File: src/logic/bcet_pkg.sv
/*
  Shared constants and types for the instruction timing sequencer.
  Assumes: one system clock; all users name items as bcet_pkg::name.
*/
package bcet_pkg;
  localparam int ADDR_W = 16;
  localparam int CNT_W = 32;
  localparam int INSTR_COUNT = 109;
  localparam int CORE_MAX_HZ = 25_000_000;
  localparam logic [3:0] MAX_CYCLES = 4'h8;
  // entry layout: [6] conditional, [5:4] bytes, [3:0] cycles not taken
  localparam int COND_BIT = 6;
  localparam int BYTES_MSB = 5;
  localparam int BYTES_LSB = 4;
  localparam int CYC_MSB = 3;
  typedef logic [7:0] bcet_entry_type;
  typedef bcet_entry_type bcet_col_type [0:15];
  // columns by low opcode bits, rows by high nibble
  localparam bcet_col_type TBL_BRANCH = '{8'h11, 8'h73, 8'h73, 8'h73,
    8'h62, 8'h62, 8'h62, 8'h62, 8'h23, 8'h33, 8'h22, 8'h22, 8'h22,
    8'h22, 8'h13, 8'h13};
  localparam bcet_entry_type ENTRY_ABS = 8'h23;
  localparam bcet_col_type TBL_MISC = '{8'h34, 8'h34, 8'h15, 8'h15,
    8'h22, 8'h22, 8'h22, 8'h22, 8'h22, 8'h22, 8'h22, 8'h22, 8'h22,
    8'h22, 8'h13, 8'h13};
  localparam bcet_col_type TBL_ACC = '{8'h11, 8'h11, 8'h11, 8'h11,
    8'h33, 8'h33, 8'h33, 8'h13, 8'h13, 8'h13, 8'h11, 8'h11, 8'h11,
    8'h11, 8'h13, 8'h13};
  localparam bcet_col_type TBL_IMM = '{8'h11, 8'h11, 8'h22, 8'h22,
    8'h22, 8'h22, 8'h22, 8'h22, 8'h18, 8'h22, 8'h14, 8'h73, 8'h11,
    8'h11, 8'h11, 8'h11};
  localparam bcet_col_type TBL_DIRECT = '{8'h22, 8'h22, 8'h22, 8'h22,
    8'h22, 8'h22, 8'h22, 8'h33, 8'h33, 8'h22, 8'h11, 8'h74, 8'h22,
    8'h73, 8'h22, 8'h22};
  localparam bcet_col_type TBL_IND = '{8'h12, 8'h12, 8'h12, 8'h12,
    8'h12, 8'h12, 8'h12, 8'h22, 8'h22, 8'h12, 8'h22, 8'h74, 8'h12,
    8'h12, 8'h12, 8'h12};
  localparam bcet_col_type TBL_BANK = '{8'h11, 8'h11, 8'h11, 8'h11,
    8'h11, 8'h11, 8'h11, 8'h22, 8'h22, 8'h11, 8'h22, 8'h73, 8'h11,
    8'h62, 8'h11, 8'h11};
  localparam logic [2:0] COL_BRANCH = 3'h0;
  localparam logic [2:0] COL_ABS = 3'h1;
  localparam logic [2:0] COL_MISC = 3'h2;
  localparam logic [2:0] COL_ACC = 3'h3;
  localparam logic [2:0] COL_IMM = 3'h4;
  localparam logic [2:0] COL_DIRECT = 3'h5;
  localparam logic [7:0] OP_JUMP_IF_ACC_ZERO = 8'h60;
  localparam logic [7:0] OP_SHORT_JUMP = 8'h80;
  localparam logic [7:0] OP_UNDEFINED = 8'ha5;
  typedef enum {ST_OPCODE, ST_BUSY} bcet_state_type;
  typedef enum {DBG_RUN, DBG_HALT, DBG_STEP} bcet_dbg_state_type;
endpackage

File: src/logic/bcet_dbg_if.sv
/*
  Carrier between the sequencer and its debug controller.
  Assumes: both ends on the same clock.
*/
`timescale 1ns/10ps
interface bcet_dbg_if;
  logic [bcet_pkg::ADDR_W-1:0] pc;
  logic boundary;
  logic retire;
  logic hold;
  logic halted;
  modport core (output pc, boundary, retire, input hold, halted);
  modport dbg (input pc, boundary, retire, output hold, halted);
endinterface

File: src/logic/bcet_decode.sv
/*
  Opcode to length, base cycle count and branch class lookup.
  Assumes: opcode is stable for the cycle in which it is read.
*/
`timescale 1ns/10ps
module bcet_decode (
  input wire logic [7:0] opcode,   // opcode under decode
  output logic [1:0] bytes,        // instruction length
  output logic [3:0] cycles,       // cycles when not taken
  output logic cond,               // conditional branch
  output logic rel_jump,           // unconditional relative jump
  output logic undefined           // the one unused encoding
);
  bcet_pkg::bcet_entry_type entry;
  logic [3:0] row;

  assign row = opcode[7:4];

  // encoding layout follows the compatible map exactly
  always_comb begin
    entry = bcet_pkg::ENTRY_ABS;
    if (opcode[3]) begin
      entry = bcet_pkg::TBL_BANK[row];
    end else if (opcode[2:1] == bcet_pkg::COL_DIRECT[2:1] + 2'h1) begin
      entry = bcet_pkg::TBL_IND[row];
    end else begin
      case (opcode[2:0])
        bcet_pkg::COL_BRANCH: entry = bcet_pkg::TBL_BRANCH[row];
        bcet_pkg::COL_MISC: entry = bcet_pkg::TBL_MISC[row];
        bcet_pkg::COL_ACC: entry = bcet_pkg::TBL_ACC[row];
        bcet_pkg::COL_IMM: entry = bcet_pkg::TBL_IMM[row];
        bcet_pkg::COL_DIRECT: entry = bcet_pkg::TBL_DIRECT[row];
        default: entry = bcet_pkg::ENTRY_ABS;
      endcase
    end
  end

  assign bytes = entry[bcet_pkg::BYTES_MSB:bcet_pkg::BYTES_LSB];
  assign cycles = entry[bcet_pkg::CYC_MSB:0];
  assign cond = entry[bcet_pkg::COND_BIT];
  assign rel_jump = (opcode == bcet_pkg::OP_SHORT_JUMP);
  assign undefined = (opcode == bcet_pkg::OP_UNDEFINED);
endmodule

File: src/logic/bcet_debug.sv
/*
  Debug controller: breakpoint, halt, run and single step.
  Assumes: request inputs are one-cycle pulses on the system clock.
*/
`timescale 1ns/10ps
module bcet_debug (
  input wire logic clk,                            // system clock
  input wire logic reset,                          // async, active high
  input wire logic halt_req,                       // stop request pulse
  input wire logic run_req,                        // resume request pulse
  input wire logic step_req,                       // step request pulse
  input wire logic bp_enable,                      // breakpoint armed
  input wire logic [bcet_pkg::ADDR_W-1:0] bp_addr, // breakpoint address
  bcet_dbg_if.dbg link                             // sequencer side
);
  bcet_pkg::bcet_dbg_state_type state_reg;
  logic skip_reg;
  logic bp_hit;

  // skip stops a resume from re-hitting the breakpoint it sits on
  assign bp_hit = bp_enable && link.boundary && !skip_reg &&
                  (link.pc == bp_addr);

  // hold only bites at a boundary, so no instruction is cut
  assign link.hold = (state_reg == bcet_pkg::DBG_HALT) ||
                     (state_reg == bcet_pkg::DBG_RUN && bp_hit);
  assign link.halted = (state_reg == bcet_pkg::DBG_HALT) && link.boundary;

  always_ff @(posedge clk or posedge reset) begin
    if (reset) begin
      state_reg <= bcet_pkg::DBG_RUN;
    end else begin
      case (state_reg)
        bcet_pkg::DBG_RUN: begin
          if (halt_req || bp_hit) begin
            state_reg <= bcet_pkg::DBG_HALT;
          end
        end
        bcet_pkg::DBG_HALT: begin
          if (step_req) begin
            state_reg <= bcet_pkg::DBG_STEP;
          end else if (run_req) begin
            state_reg <= bcet_pkg::DBG_RUN;
          end
        end
        default: begin
          if (link.retire) begin
            state_reg <= bcet_pkg::DBG_HALT;
          end
        end
      endcase
    end
  end

  always_ff @(posedge clk or posedge reset) begin
    if (reset) begin
      skip_reg <= 1'b0;
    end else if (state_reg == bcet_pkg::DBG_HALT && (step_req || run_req)) begin
      skip_reg <= 1'b1;
    end else if (link.retire) begin
      skip_reg <= 1'b0;
    end
  end
endmodule

File: src/logic/bcet_core.sv
/*
  Instruction timing sequencer: takes program bytes, spends the
  documented cycles on each instruction, resolves relative branches
  and reports each retired instruction.
  Assumes: program memory, branch condition, accumulator-zero and
  absolute jump inputs come from logic on the same clock.
*/
`timescale 1ns/10ps

// Notes on behaviour
// - all timing counted in system clock cycles, no machine cycles.
// - most instructions take as many cycles as they have bytes.
// - a not-taken conditional branch takes one cycle less than taken.
// - at most 8 cycles; divide takes 8, multiply 4, one byte each.
// - runs 0 to 25 MHz; peak one instruction retired per clock.
// - full compatible set of 109 instructions is sequenced.
// - encodings and flag effects match reference; only timing differs.
// - add, add-carry, subtract-borrow: bank 1/1, direct/imm 2/2, ind 1/2.
// - inc/dec acc, bank, data pointer 1 cycle; direct 2/2; ind 1/2.
// - and/or/xor into acc: bank 1 cycle, other sources 2 cycles.
// - logic op into direct byte: from acc 2/2, from immediate 3/3.
// - debug gives breakpoints, run, stop and step.
// - debug uses no core memory, stack or timers; fully non-intrusive.
// - relative offset is signed 8-bit, added to next instruction addr.
// - jump-if-acc-zero is 2 bytes, 2 cycles not taken, 3 taken.
module bcet_core #(
  parameter int ADDR_W = bcet_pkg::ADDR_W,
  parameter int CNT_W = bcet_pkg::CNT_W
) (
  input wire logic clk,                    // system clock
  input wire logic reset,                  // async, active high
  input wire logic fetch_valid,            // program byte present
  input wire logic [7:0] fetch_byte,       // program byte
  output logic fetch_ready,                // byte wanted this cycle
  output logic [ADDR_W-1:0] fetch_addr,    // address of wanted byte
  input wire logic branch_cond,            // condition of current branch
  input wire logic acc_zero,               // accumulator is zero
  input wire logic jump_valid,             // absolute redirect at retire
  input wire logic [ADDR_W-1:0] jump_addr, // absolute redirect target
  input wire logic dbg_halt_req,           // debug stop pulse
  input wire logic dbg_run_req,            // debug resume pulse
  input wire logic dbg_step_req,           // debug single step pulse
  input wire logic dbg_bp_enable,          // breakpoint armed
  input wire logic [ADDR_W-1:0] dbg_bp_addr, // breakpoint address
  output logic dbg_halted,                 // stopped at a boundary
  output logic retire_valid,               // one instruction retired
  output logic [7:0] retire_opcode,        // its opcode
  output logic [ADDR_W-1:0] retire_addr,   // its first byte address
  output logic [1:0] retire_bytes,         // its length
  output logic [3:0] retire_cycles,        // cycles it used
  output logic retire_taken,               // branch was taken
  output logic retire_undefined,           // unused encoding met
  output logic [CNT_W-1:0] cycle_count,    // clocks since reset
  output logic [CNT_W-1:0] instr_count     // instructions retired
);
  bcet_dbg_if dbg_link ();

  bcet_pkg::bcet_state_type state_reg;
  logic [7:0] op_reg;
  logic [3:0] cnt_reg;
  logic [7:0] rel_reg;
  logic take_reg;
  logic [ADDR_W-1:0] pc_reg;
  logic [ADDR_W-1:0] start_reg;
  logic retire_valid_reg;
  logic [7:0] retire_opcode_reg;
  logic [ADDR_W-1:0] retire_addr_reg;
  logic [1:0] retire_bytes_reg;
  logic [3:0] retire_cycles_reg;
  logic retire_taken_reg;
  logic retire_undefined_reg;
  logic [CNT_W-1:0] cycle_count_reg;
  logic [CNT_W-1:0] instr_count_reg;

  logic busy;
  logic [7:0] opcode_cur;
  logic [3:0] cnt_cur;
  logic [ADDR_W-1:0] start_cur;
  logic [1:0] dec_bytes;
  logic [3:0] dec_cycles;
  logic dec_cond;
  logic dec_rel_jump;
  logic dec_undefined;
  logic active;
  logic need_fetch;
  logic advance;
  logic byte_taken;
  logic last_base;
  logic cond_true;
  logic take_now;
  logic retire_now;
  logic [ADDR_W-1:0] rel_target;
  logic [3:0] cnt_next;

  assign busy = (state_reg == bcet_pkg::ST_BUSY);
  // the opcode cycle decodes straight from the fetch bus, which is
  // what lets a one-byte instruction start and retire in one clock
  assign opcode_cur = busy ? op_reg : fetch_byte;
  assign cnt_cur = busy ? cnt_reg : 4'h0;
  assign start_cur = busy ? start_reg : pc_reg;

  bcet_decode u_decode (
    .opcode(opcode_cur),
    .bytes(dec_bytes),
    .cycles(dec_cycles),
    .cond(dec_cond),
    .rel_jump(dec_rel_jump),
    .undefined(dec_undefined)
  );

  bcet_debug u_debug (
    .clk(clk),
    .reset(reset),
    .halt_req(dbg_halt_req),
    .run_req(dbg_run_req),
    .step_req(dbg_step_req),
    .bp_enable(dbg_bp_enable),
    .bp_addr(dbg_bp_addr),
    .link(dbg_link)
  );

  assign dbg_link.pc = pc_reg;
  assign dbg_link.boundary = !busy;
  assign dbg_link.retire = retire_now;
  assign dbg_halted = dbg_link.halted;

  // a new instruction only starts when debug does not hold the core
  assign active = busy || !dbg_link.hold;
  // one byte per clock while bytes remain, no fetch afterwards
  assign need_fetch = ({2'h0, dec_bytes} > cnt_cur);
  assign fetch_ready = active && need_fetch;
  assign byte_taken = fetch_ready && fetch_valid;
  // an empty fetch bus stalls without counting a cycle
  assign advance = active && (!need_fetch || fetch_valid);
  assign fetch_addr = pc_reg;

  assign last_base = (cnt_cur == dec_cycles - 4'h1);
  assign cond_true = (opcode_cur == bcet_pkg::OP_JUMP_IF_ACC_ZERO) ?
                     acc_zero : branch_cond;
  assign take_now = dec_cond && cond_true;
  // not taken ends at the base count, taken one cycle later
  assign retire_now = advance &&
    ((last_base && !take_now && !(busy && take_reg)) ||
     (busy && take_reg && cnt_reg == dec_cycles));
  assign cnt_next = cnt_cur + 4'h1;

  assign rel_target = pc_reg + {{(ADDR_W-8){rel_reg[7]}}, rel_reg};

  always_ff @(posedge clk or posedge reset) begin
    if (reset) begin
      state_reg <= bcet_pkg::ST_OPCODE;
    end else if (advance) begin
      if (retire_now) begin
        state_reg <= bcet_pkg::ST_OPCODE;
      end else begin
        state_reg <= bcet_pkg::ST_BUSY;
      end
    end
  end

  always_ff @(posedge clk or posedge reset) begin
    if (reset) begin
      op_reg <= 8'h00;
    end else if (advance && !busy) begin
      op_reg <= fetch_byte;
    end
  end

  always_ff @(posedge clk or posedge reset) begin
    if (reset) begin
      start_reg <= '0;
    end else if (advance && !busy) begin
      start_reg <= pc_reg;
    end
  end

  always_ff @(posedge clk or posedge reset) begin
    if (reset) begin
      cnt_reg <= 4'h0;
    end else if (advance) begin
      cnt_reg <= retire_now ? 4'h0 : cnt_next;
    end
  end

  // last fetched byte of a relative branch is its offset
  always_ff @(posedge clk or posedge reset) begin
    if (reset) begin
      rel_reg <= 8'h00;
    end else if (byte_taken && cnt_cur == {2'h0, dec_bytes} - 4'h1) begin
      rel_reg <= fetch_byte;
    end
  end

  always_ff @(posedge clk or posedge reset) begin
    if (reset) begin
      take_reg <= 1'b0;
    end else if (advance) begin
      if (retire_now) begin
        take_reg <= 1'b0;
      end else if (last_base && take_now && !(busy && take_reg)) begin
        take_reg <= 1'b1;
      end
    end
  end

  // relative targets use the pc after the last byte
  always_ff @(posedge clk or posedge reset) begin
    if (reset) begin
      pc_reg <= '0;
    end else if (retire_now && (take_reg || dec_rel_jump)) begin
      pc_reg <= rel_target;
    end else if (retire_now && jump_valid) begin
      pc_reg <= jump_addr;
    end else if (byte_taken) begin
      pc_reg <= pc_reg + {{(ADDR_W-1){1'b0}}, 1'b1};
    end
  end

  always_ff @(posedge clk or posedge reset) begin
    if (reset) begin
      retire_valid_reg <= 1'b0;
    end else begin
      retire_valid_reg <= retire_now;
    end
  end

  // identity of the encoding is kept; only timing is reported
  always_ff @(posedge clk or posedge reset) begin
    if (reset) begin
      retire_opcode_reg <= 8'h00;
    end else if (retire_now) begin
      retire_opcode_reg <= opcode_cur;
    end
  end

  always_ff @(posedge clk or posedge reset) begin
    if (reset) begin
      retire_addr_reg <= '0;
    end else if (retire_now) begin
      retire_addr_reg <= start_cur;
    end
  end

  always_ff @(posedge clk or posedge reset) begin
    if (reset) begin
      retire_bytes_reg <= 2'h0;
    end else if (retire_now) begin
      retire_bytes_reg <= dec_bytes;
    end
  end

  always_ff @(posedge clk or posedge reset) begin
    if (reset) begin
      retire_cycles_reg <= 4'h0;
    end else if (retire_now) begin
      retire_cycles_reg <= cnt_next;
    end
  end

  // only conditional branches report taken; a short jump reports 0
  always_ff @(posedge clk or posedge reset) begin
    if (reset) begin
      retire_taken_reg <= 1'b0;
    end else if (retire_now) begin
      retire_taken_reg <= take_reg;
    end
  end

  always_ff @(posedge clk or posedge reset) begin
    if (reset) begin
      retire_undefined_reg <= 1'b0;
    end else if (retire_now) begin
      retire_undefined_reg <= dec_undefined;
    end
  end

  always_ff @(posedge clk or posedge reset) begin
    if (reset) begin
      cycle_count_reg <= '0;
    end else begin
      cycle_count_reg <= cycle_count_reg + {{(CNT_W-1){1'b0}}, 1'b1};
    end
  end

  always_ff @(posedge clk or posedge reset) begin
    if (reset) begin
      instr_count_reg <= '0;
    end else if (retire_now) begin
      instr_count_reg <= instr_count_reg + {{(CNT_W-1){1'b0}}, 1'b1};
    end
  end

  assign retire_valid = retire_valid_reg;
  assign retire_opcode = retire_opcode_reg;
  assign retire_addr = retire_addr_reg;
  assign retire_bytes = retire_bytes_reg;
  assign retire_cycles = retire_cycles_reg;
  assign retire_taken = retire_taken_reg;
  assign retire_undefined = retire_undefined_reg;
  assign cycle_count = cycle_count_reg;
  assign instr_count = instr_count_reg;
endmodule

File: config.mk
export PLATFORM = sky130hd
export DESIGN_NAME = bcet_core
export DESIGN_NICKNAME = d
export VERILOG_FILES = /design/src/logic/bcet_pkg.sv /design/src/logic/bcet_dbg_if.sv /design/src/logic/bcet_decode.sv /design/src/logic/bcet_debug.sv /design/src/logic/bcet_core.sv
export SDC_FILE = /design/constraint.sdc
export NUM_CORES = 1
export LEC_CHECK = 0
export ABC_AREA = 1
export BUFFER_PORTS_ARGS = -buffer_cell sky130_fd_sc_hd__buf_4
export CAP_MARGIN = 20
export CORE_MARGIN = 3
export CORE_UTILIZATION = 61
export DETAILED_ROUTE_END_ITERATION = 10
export PLACE_DENSITY_LB_ADDON = 0.12
export SLEW_MARGIN = 20
export SYNTH_ARGS = -nofsm -noshare
export SYNTH_HDL_FRONTEND = slang
export SYNTH_SLANG_ARGS = --single-unit
File: constraint.sdc
create_clock -name clk -period 8.3 [get_ports clk]
set_input_delay 1.66 -clock clk [delete_from_list [all_inputs] [get_ports clk]]
set_output_delay 1.66 -clock clk [all_outputs]
set_load 0.01 [all_outputs]
## Yosys cells after proc, flatten, opt, wreduce, memory -nomap -nowiden

Memory sizes are Yosys's and may differ from the RTL's.
Cells that the tools add are included.

- Equality and inequality tests: 17
- Muxes and demuxes: 35
- Bitwise operators: 1
- Reduce and logical (&&, ||, !) cells: 43
- $lt $le $gt $ge: 2
- $add $sub $neg: 7

Operators with widths:

| cell | count |
|---|---|
| two-way mux 32 bit | 4 |
| two-way mux 7 bit | 16 |
| adder 32 x 1 -> 32 bit (second input constant) | 2 |
| equality test 32 x 2 -> 1 bit (second input constant) | 2 |
| zero test 32 bit | 2 |
| two-way mux 16 bit | 4 |
| one-hot mux 32 bit (2 select lines) | 1 |
| one-hot mux 7 bit (5 select lines) | 1 |
| equality test 32 x 1 -> 1 bit (second input constant) | 1 |
| logical AND 1 bit | 21 |
| adder 16 x 1 -> 16 bit (second input constant) | 1 |
| adder 16 bit | 1 |
| equality test 16 bit | 1 |
| equality test 8 bit (second input constant) | 2 |
| equality test 4 bit | 3 |
| equality test 8 x 7 -> 1 bit (second input constant) | 1 |
| two-way mux 4 bit | 2 |
| two-way mux 8 bit | 1 |
| logical OR 1 bit | 7 |
| equality test 3 x 2 -> 1 bit (second input constant) | 2 |
| equality test 3 bit (second input constant) | 2 |
| zero test 1 bit | 6 |
| two-way mux 1 bit | 6 |
| nonzero test 3 bit | 2 |
| 13 further kinds | 14 |

- Output and inout bits: 115
- ROM bits: 896
- Word-level logic and storage cells: 130
- Register bits after elaboration: 215
- Memories: 7
- Input port bits: 50

Memory list:

| memory | words | bits a word | read ports | clocked after memory_dff | write ports | line | source |
|---|---|---|---|---|---|---|---|
| (name not given) | 16 | 8 | 1 | 0 | 0 | bcet_decode.sv:31 | `bcet_pkg::COL_IMM: entry = bcet_pkg::TBL_IMM[row];` |
| (name not given) | 16 | 8 | 1 | 0 | 0 | bcet_decode.sv:32 | `bcet_pkg::COL_DIRECT: entry = bcet_pkg::TBL_DIRECT[row];` |
| (name not given) | 16 | 8 | 1 | 0 | 0 | bcet_decode.sv:30 | `bcet_pkg::COL_ACC: entry = bcet_pkg::TBL_ACC[row];` |
| (name not given) | 16 | 8 | 1 | 0 | 0 | bcet_decode.sv:25 | `entry = bcet_pkg::TBL_IND[row];` |
| (name not given) | 16 | 8 | 1 | 0 | 0 | bcet_decode.sv:28 | `bcet_pkg::COL_BRANCH: entry = bcet_pkg::TBL_BRANCH[row];` |
| (name not given) | 16 | 8 | 1 | 0 | 0 | bcet_decode.sv:23 | `entry = bcet_pkg::TBL_BANK[row];` |
| +1 memories | -- | -- | -- | -- | -- | -- |  |

## Logic depth before layout (Yosys ltp)

- Depth after elaboration: 18
- Mapped depth: 29
- Mapped depth without buffers: 26

## By module

A second synthesis with hierarchy kept.

- Cells, all modules: 1327
- Area total of the unflattened synthesis: 9759.4 µm²

By module, submodules not included:

| module | instances | seq. area each (µm²) | cells an instance | area each (µm²) |
|---|---|---|---|---|
| bcet_core | 1 | 3778.6 | 1107 | 8660.8 |
| bcet_decode | 1 | 0.0 | 129 | 635.6 |
| bcet_debug | 1 | 75.1 | 91 | 462.9 |

## Least setup slack after synthesis

OpenSTA, ideal clock, no wires.

- Path kind: input -> output
- Start point: input fetch_byte[6]
- End point: output fetch_ready
- Stages on the path: 14
- Setup slack: 2737 ps
- Required time: 6640 ps
- Data arrival time: 3903 ps
- Path buffers: 0
- Path through: nand2_1 > nand2_2 > inv_2 > ha_1 > nor2_1 > nor2_1 > o21ai_0 > o21ai_0 > a311oi_1 > o21ai_0 > a21boi_0 > ha_1 > a2111oi_0 > and2_1

- Longest elaborated chain between the ends: 10
- Elaborated cells on any way between the ends: 28
- Classes of those cells: 1 x order compare; 18 x mux; 1 x bitwise; 1 x reduce/logical; 7 x memory

Ends and longest elaborated chain:

| what | line | source |
|---|---|---|
| from (decl) | bcet_core.sv:33 | `input wire logic [7:0] fetch_byte,` |
| two-way mux 8 bit * | bcet_core.sv:98 | `assign opcode_cur = busy ? op_reg : fetch_byte;` |
| named net opcode_cur[6] | bcet_core.sv:76 | `logic [7:0] opcode_cur;` |
| inverter 4 -> 5 bit (not written as such) * | -- |  |
| memory (16 x 8 bit), on equally long branches | -- |  |
| two-way mux 7 bit, on equally long branches (2 in series) | -- |  |
| one-hot mux 7 bit (5 select lines) | bcet_decode.sv:27 | `case (opcode[2:0])` |
| two-way mux 7 bit | bcet_decode.sv:24 | `end else if (opcode[2:1] == bcet_pkg::COL_DIRECT[2:1] + 2'h1) begin` |
| two-way mux 7 bit * | bcet_decode.sv:22 | `if (opcode[3]) begin` |
| greater-than comparator 2 x 4 -> 1 bit * | bcet_core.sv:130 | `assign need_fetch = ({2'h0, dec_bytes} > cnt_cur);` |
| logical AND 1 bit * | bcet_core.sv:131 | `assign fetch_ready = active && need_fetch;` |
| to (decl) | bcet_core.sv:34 | `output logic fetch_ready,` |

The timed path passes the listed nets; every way through them passes the cells marked *. The select of a mux whose other input is x is not followed.

## Final worst setup path

- Start point: input fetch_byte[7]
- End point: output fetch_ready

- Longest elaborated chain between the ends: 10
- Elaborated cells on any way between the ends: 28
- Classes of those cells: 1 x order compare; 18 x mux; 1 x bitwise; 1 x reduce/logical; 7 x memory

Ends and longest elaborated chain:

| what | line |
|---|---|
| two-way mux 8 bit * | bcet_core.sv:98 |
| inverter 4 -> 5 bit (not written as such) * | -- |
| memory (16 x 8 bit), on equally long branches | -- |
| two-way mux 7 bit, on equally long branches (2 in series) | -- |
| one-hot mux 7 bit (5 select lines) | bcet_decode.sv:27 |
| two-way mux 7 bit | bcet_decode.sv:24 |
| two-way mux 7 bit * | bcet_decode.sv:22 |
| greater-than comparator 2 x 4 -> 1 bit * | bcet_core.sv:130 |
| logical AND 1 bit * | bcet_core.sv:131 |

Mark *: on every way between the ends. The rest lies on a longest branch, timed or not. The select of a mux whose other input is x is not followed.

==> metrics.txt <==
# TYPE chip_impl_metric gauge
chip_impl_info{name="status",value="finished clean"} 1
chip_impl_metric{name="place.detailed.hpwl",unit="um"} 17600
chip_impl_metric{name="num-fill-cells",unit=""} 1118
chip_impl_metric{name="worst_ep_required_time",unit="ps"} 6640
chip_impl_metric{name="syn_nets",unit=""} 1256
chip_impl_metric{name="grt_use_total",unit=""} 0.291
chip_impl_info{name="synth_flop_cell",value="dfrtp_1"} 1
chip_impl_metric{name="power.switching",unit="mW"} 2.41
chip_impl_metric{name="wire_per_inst",unit="um"} 15.8
chip_impl_metric{name="numCtsBuffers",unit=""} 17
chip_impl_metric{name="arrival",unit="ps"} 4680
chip_impl_metric{name="groute.layer.met2.usage",unit=""} 0.476
chip_impl_metric{name="area_growth",unit="%"} 20.6
chip_impl_metric{name="netlist_cell_types",unit=""} 53
chip_impl_metric{name="gp_congestion",unit=""} 0.912
chip_impl_metric{name="postSynth.asyncResetShare",unit=""} 1.00
chip_impl_info{name="synth_commonest_cells",value="nand2_1, dfrtp_1, nor2_1"} 1
chip_impl_metric{name="finalWirelength",unit="um"} 24000
chip_impl_metric{name="maxSlewHeadroom",unit=""} 0.348
chip_impl_metric{name="final_hold_viol_count",unit=""} 0
chip_impl_metric{name="clockBufferDepth",unit=""} 2
chip_impl_metric{name="drt-initial-drc-count",unit=""} 705
chip_impl_metric{name="initial_utilization",unit=""} 0.628
chip_impl_metric{name="core_region_area",unit="um^2"} 14600
chip_impl_info{name="critPathCaptureType",value="output port"} 1
chip_impl_info{name="synth_top_cell_by_area",value="dfrtp_1"} 1
chip_impl_metric{name="switching_share",unit=""} 0.499
chip_impl_metric{name="worst-path-buf-inv",unit=""} 3
chip_impl_metric{name="synth_area_per_cell",unit="um^2"} 7.83
chip_impl_metric{name="detailroute.via_count",unit=""} 8404
chip_impl_metric{name="holdBufCountCts",unit=""} 0
chip_impl_info{name="cts_tree",value="yes"} 1
chip_impl_metric{name="drive_gt1_frac",unit=""} 0.176
chip_impl_metric{name="use_met1",unit=""} 0.405
chip_impl_metric{name="port_buffers",unit=""} 164
chip_impl_metric{name="post_synthesis_instance_total",unit=""} 1175
chip_impl_metric{name="floorplan.die_area",unit="um^2"} 16600
chip_impl_metric{name="groute.layer.met3.usage",unit=""} 0.0486
chip_impl_metric{name="ir_worst_vdd",unit="mV"} 0.306
chip_impl_metric{name="die_width",unit="um"} 129
chip_impl_info{name="clock_root_buffer",value="clkbuf_16"} 1
chip_impl_metric{name="final_antenna_net_count",unit=""} 0
chip_impl_metric{name="number_of_antenna_violations_at_the_first_check_in_global_routing",unit=""} 0
chip_impl_metric{name="power.share.clock",unit=""} 0.166
chip_impl_metric{name="portion_of_synthesized_cell_area_occupied_by_the_leading_cell_type",unit=""} 0.419
chip_impl_metric{name="netlist_area",unit="um^2"} 9200
chip_impl_metric{name="cts.sink_count",unit=""} 154
chip_impl_metric{name="drt_drc_violations_left",unit=""} 0
chip_impl_info{name="grt.busiest_layer",value="met2"} 1
chip_impl_metric{name="postCtsResizedCells",unit=""} 0
chip_impl_metric{name="vias_per_cell",unit=""} 5.53
chip_impl_metric{name="drt_pass1_iterations",unit=""} 7
chip_impl_metric{name="finalCritPeriodShare",unit=""} 0.764
chip_impl_info{name="cp_slowest_cell",value="a2111oi_0"} 1
chip_impl_metric{name="final.setup_skew",unit="ps"} 8.66
chip_impl_metric{name="die_height",unit="um"} 129
chip_impl_metric{name="power.leakage",unit="nW"} 5.55
chip_impl_metric{name="io_pins",unit=""} 165
chip_impl_metric{name="max_slew.worst_pin.slew",unit="ps"} 978
chip_impl_metric{name="placed_cells",unit=""} 1489
chip_impl_metric{name="pwr_per_cell_area",unit="nW/um^2"} 436
chip_impl_info{name="cp_top_delay_family",value="compound AO/OA/AOI/OAI gates"} 1
chip_impl_metric{name="grt_first_pass_wirelength",unit="um"} 38700
chip_impl_info{name="grt_setup_unrepaired",value="false"} 1
chip_impl_metric{name="yosys_warnings",unit=""} 0
chip_impl_info{name="timing.setup.critical_path_class",value="in2out"} 1
chip_impl_metric{name="seq_power_share",unit=""} 0.251
chip_impl_info{name="synth.most_common_cell",value="nand2_1"} 1
chip_impl_metric{name="number_of_enable_flip_flop_cells_after_synthesis",unit=""} 0
chip_impl_metric{name="synth-seq-cells",unit=""} 154
chip_impl_metric{name="finalSetupViolations",unit=""} 0
chip_impl_info{name="hold_path_class",value="reg2reg"} 1
chip_impl_metric{name="final_nets",unit=""} 1405
chip_impl_metric{name="combinational_power_share",unit=""} 0.583
chip_impl_metric{name="clkSlewWorstSetupHoldPaths",unit="ps"} 60
chip_impl_metric{name="fmax",unit="MHz"} 158
chip_impl_metric{name="grt_start_max_net_pins",unit=""} 79
chip_impl_metric{name="layout.cells.non_filler",unit=""} 1521
chip_impl_metric{name="crit_path_max_fanout",unit=""} 15
chip_impl_metric{name="synth_seq_area_share",unit=""} 0.419
chip_impl_metric{name="drv_slew",unit=""} 0
chip_impl_info{name="critical_path.startpoint_type",value="input port"} 1
chip_impl_info{name="crit_chain",value="buf_4 -> nand2_2 -> nand2_4 -> clkinv_2 -> nand2_1 -> nor2_1 -> a31oi_1 -> o21ai_0 -> a311oi_1 -> o21ai_0 -> a21boi_0 -> ha_1 -> a2111oi_0 -> and2_1 -> buf_4"} 1
chip_impl_metric{name="n_antenna_cell",unit=""} 0
chip_impl_metric{name="final.min_clock_period",unit="ps"} 6340
chip_impl_metric{name="cell_internal_power",unit="mW"} 2.42
chip_impl_metric{name="drv_cap",unit=""} 0
chip_impl_metric{name="setup_tns",unit="ps"} 0
chip_impl_metric{name="worst_stage_delay_on_the_critical_path",unit="ps"} 560
chip_impl_metric{name="number_of_global_route_vias_before_repair",unit=""} 7882
chip_impl_metric{name="num_rows",unit=""} 44
chip_impl_info{name="post_synth_main_area_contributors",value="dfrtp_1, nand2_1, xor2_1"} 1
chip_impl_metric{name="buffers_inserted_by_post_cts_timing_repair",unit=""} 0
chip_impl_metric{name="clock_insertion_delay_worst_skew",unit="ps"} 430
chip_impl_metric{name="ctsHtreeMaxLevel",unit=""} 4
chip_impl_metric{name="grt_remaining_overflow",unit=""} 0
## layout make-up
class                           count  area (um^2)  area share
Clock buffer                       17          425      0.0383
Tap cell                          184          230      0.0208
Multi-Input combinational cell    855         4660       0.420
Timing Repair Buffer              167         1250       0.113
Clock inverter                     15          184      0.0166
Inverter                          129          490      0.0442
Sequential cell                   154         3850       0.347
## path summary, 6_finish.rpt
kind / endpoint / slack [ps] / from / depth (start not counted)
min in group asynchronous: cycle_count[24]$_DFF_PP0_ / 1340 / reset / 2
worst max-delay path: fetch_ready / 1960 / fetch_byte[7] / 15
max in group asynchronous: fetch_addr[14]$_DFFE_PP0P_ / 5510 / reset / 3
worst min register to register: u_debug.skip_reg$_DFFE_PP0P_ / 480 / u_debug.skip_reg$_DFFE_PP0P_ / 2
worst max register to register: instr_count[30]$_DFFE_PP0P_ / 2360 / state_reg[0]$_DFFE_PP0P_ / 24
worst min-delay path: u_debug.skip_reg$_DFFE_PP0P_ / 480 / u_debug.skip_reg$_DFFE_PP0P_ / 2
## per-layer routing
| layer | part of all wire | up-vias |
|---|---|---|
| met2 | 0.47 | 295 |
| met5 | 0 | - |
| met1 | 0.45 | 3951 |
| met3 | 0.061 | 39 |
| met4 | 0.017 | 0 |
| li1 | - | 4119 |
## placed cells by master, fill, tap and decap left out, drive strengths merged, types with 2 or more instances in the layout
cell    netlist  final
o211ai        2      2
nand3b        2      2
nor2        123    123
nor4          8      8
o311ai        2      2
nor3         18     18
buf          20    167
dfrtp       154    154
inv         126    132
nand2       299    299
a31oi        20     20
clkinv        3      9
xnor2        38     38
xor2         62     62
and2          2      2
a21oi        34     34
nand3        79     79
or2           3      3
ha           30     30
o21bai        4      4
o21a          2      2
o22ai         3      3
nand4        29     29
o21ai        83     83
bufinv        0      2
clkbuf       17     17
## stage by stage
stage                     hold slack, ps  worst slack [ps]   util  cell area (um^2)  power, mW
after floorplan                      443              2490      -              9200       3.34
after global placement               458              2100  0.716             10500       3.97
after detailed placement             464              1870  0.716             10500       4.02
after CTS                            478              1950  0.758             11100       4.82
after global routing                 507              1560  0.758             11100       5.28
final                                481              1960  0.758             11100       4.84
## worst register-to-register path, delay by kind of cell (launching register included)
family	cells	cell delay, ps
AO/OA/AOI/OAI	8	1730
AND/OR/NAND/NOR	10	1840
buffers and inverters	5	1670
adder cells (fa/ha/maj)	1	220
flip-flops	1	360
## power groups by stage
stage | registers (mW) | logic (mW) | clock network, mW
after floorplan | 1.21 | 2.13 | 0
after global placement | 1.21 | 2.76 | 0
after detailed placement | 1.21 | 2.80 | 0
after CTS | 1.20 | 2.81 | 0.805
after global routing | 1.24 | 3.20 | 0.841
final | 1.21 | 2.82 | 0.805
## cells by family after synthesis
| family | Yosys count | synth area share |
|---|---|---|
| flip-flops | 154 | 0.419 |
| adder cells (fa/ha/maj) | 31 | 0.0430 |
| AND/OR/NAND/NOR | 565 | 0.268 |
| AO/OA/AOI/OAI | 158 | 0.0990 |
| buffers and inverters | 166 | 0.0747 |
| XOR/XNOR | 100 | 0.0952 |
| multiplexers | 1 | 0.00122 |
Note: power is estimated with default switching activity, not from simulation.
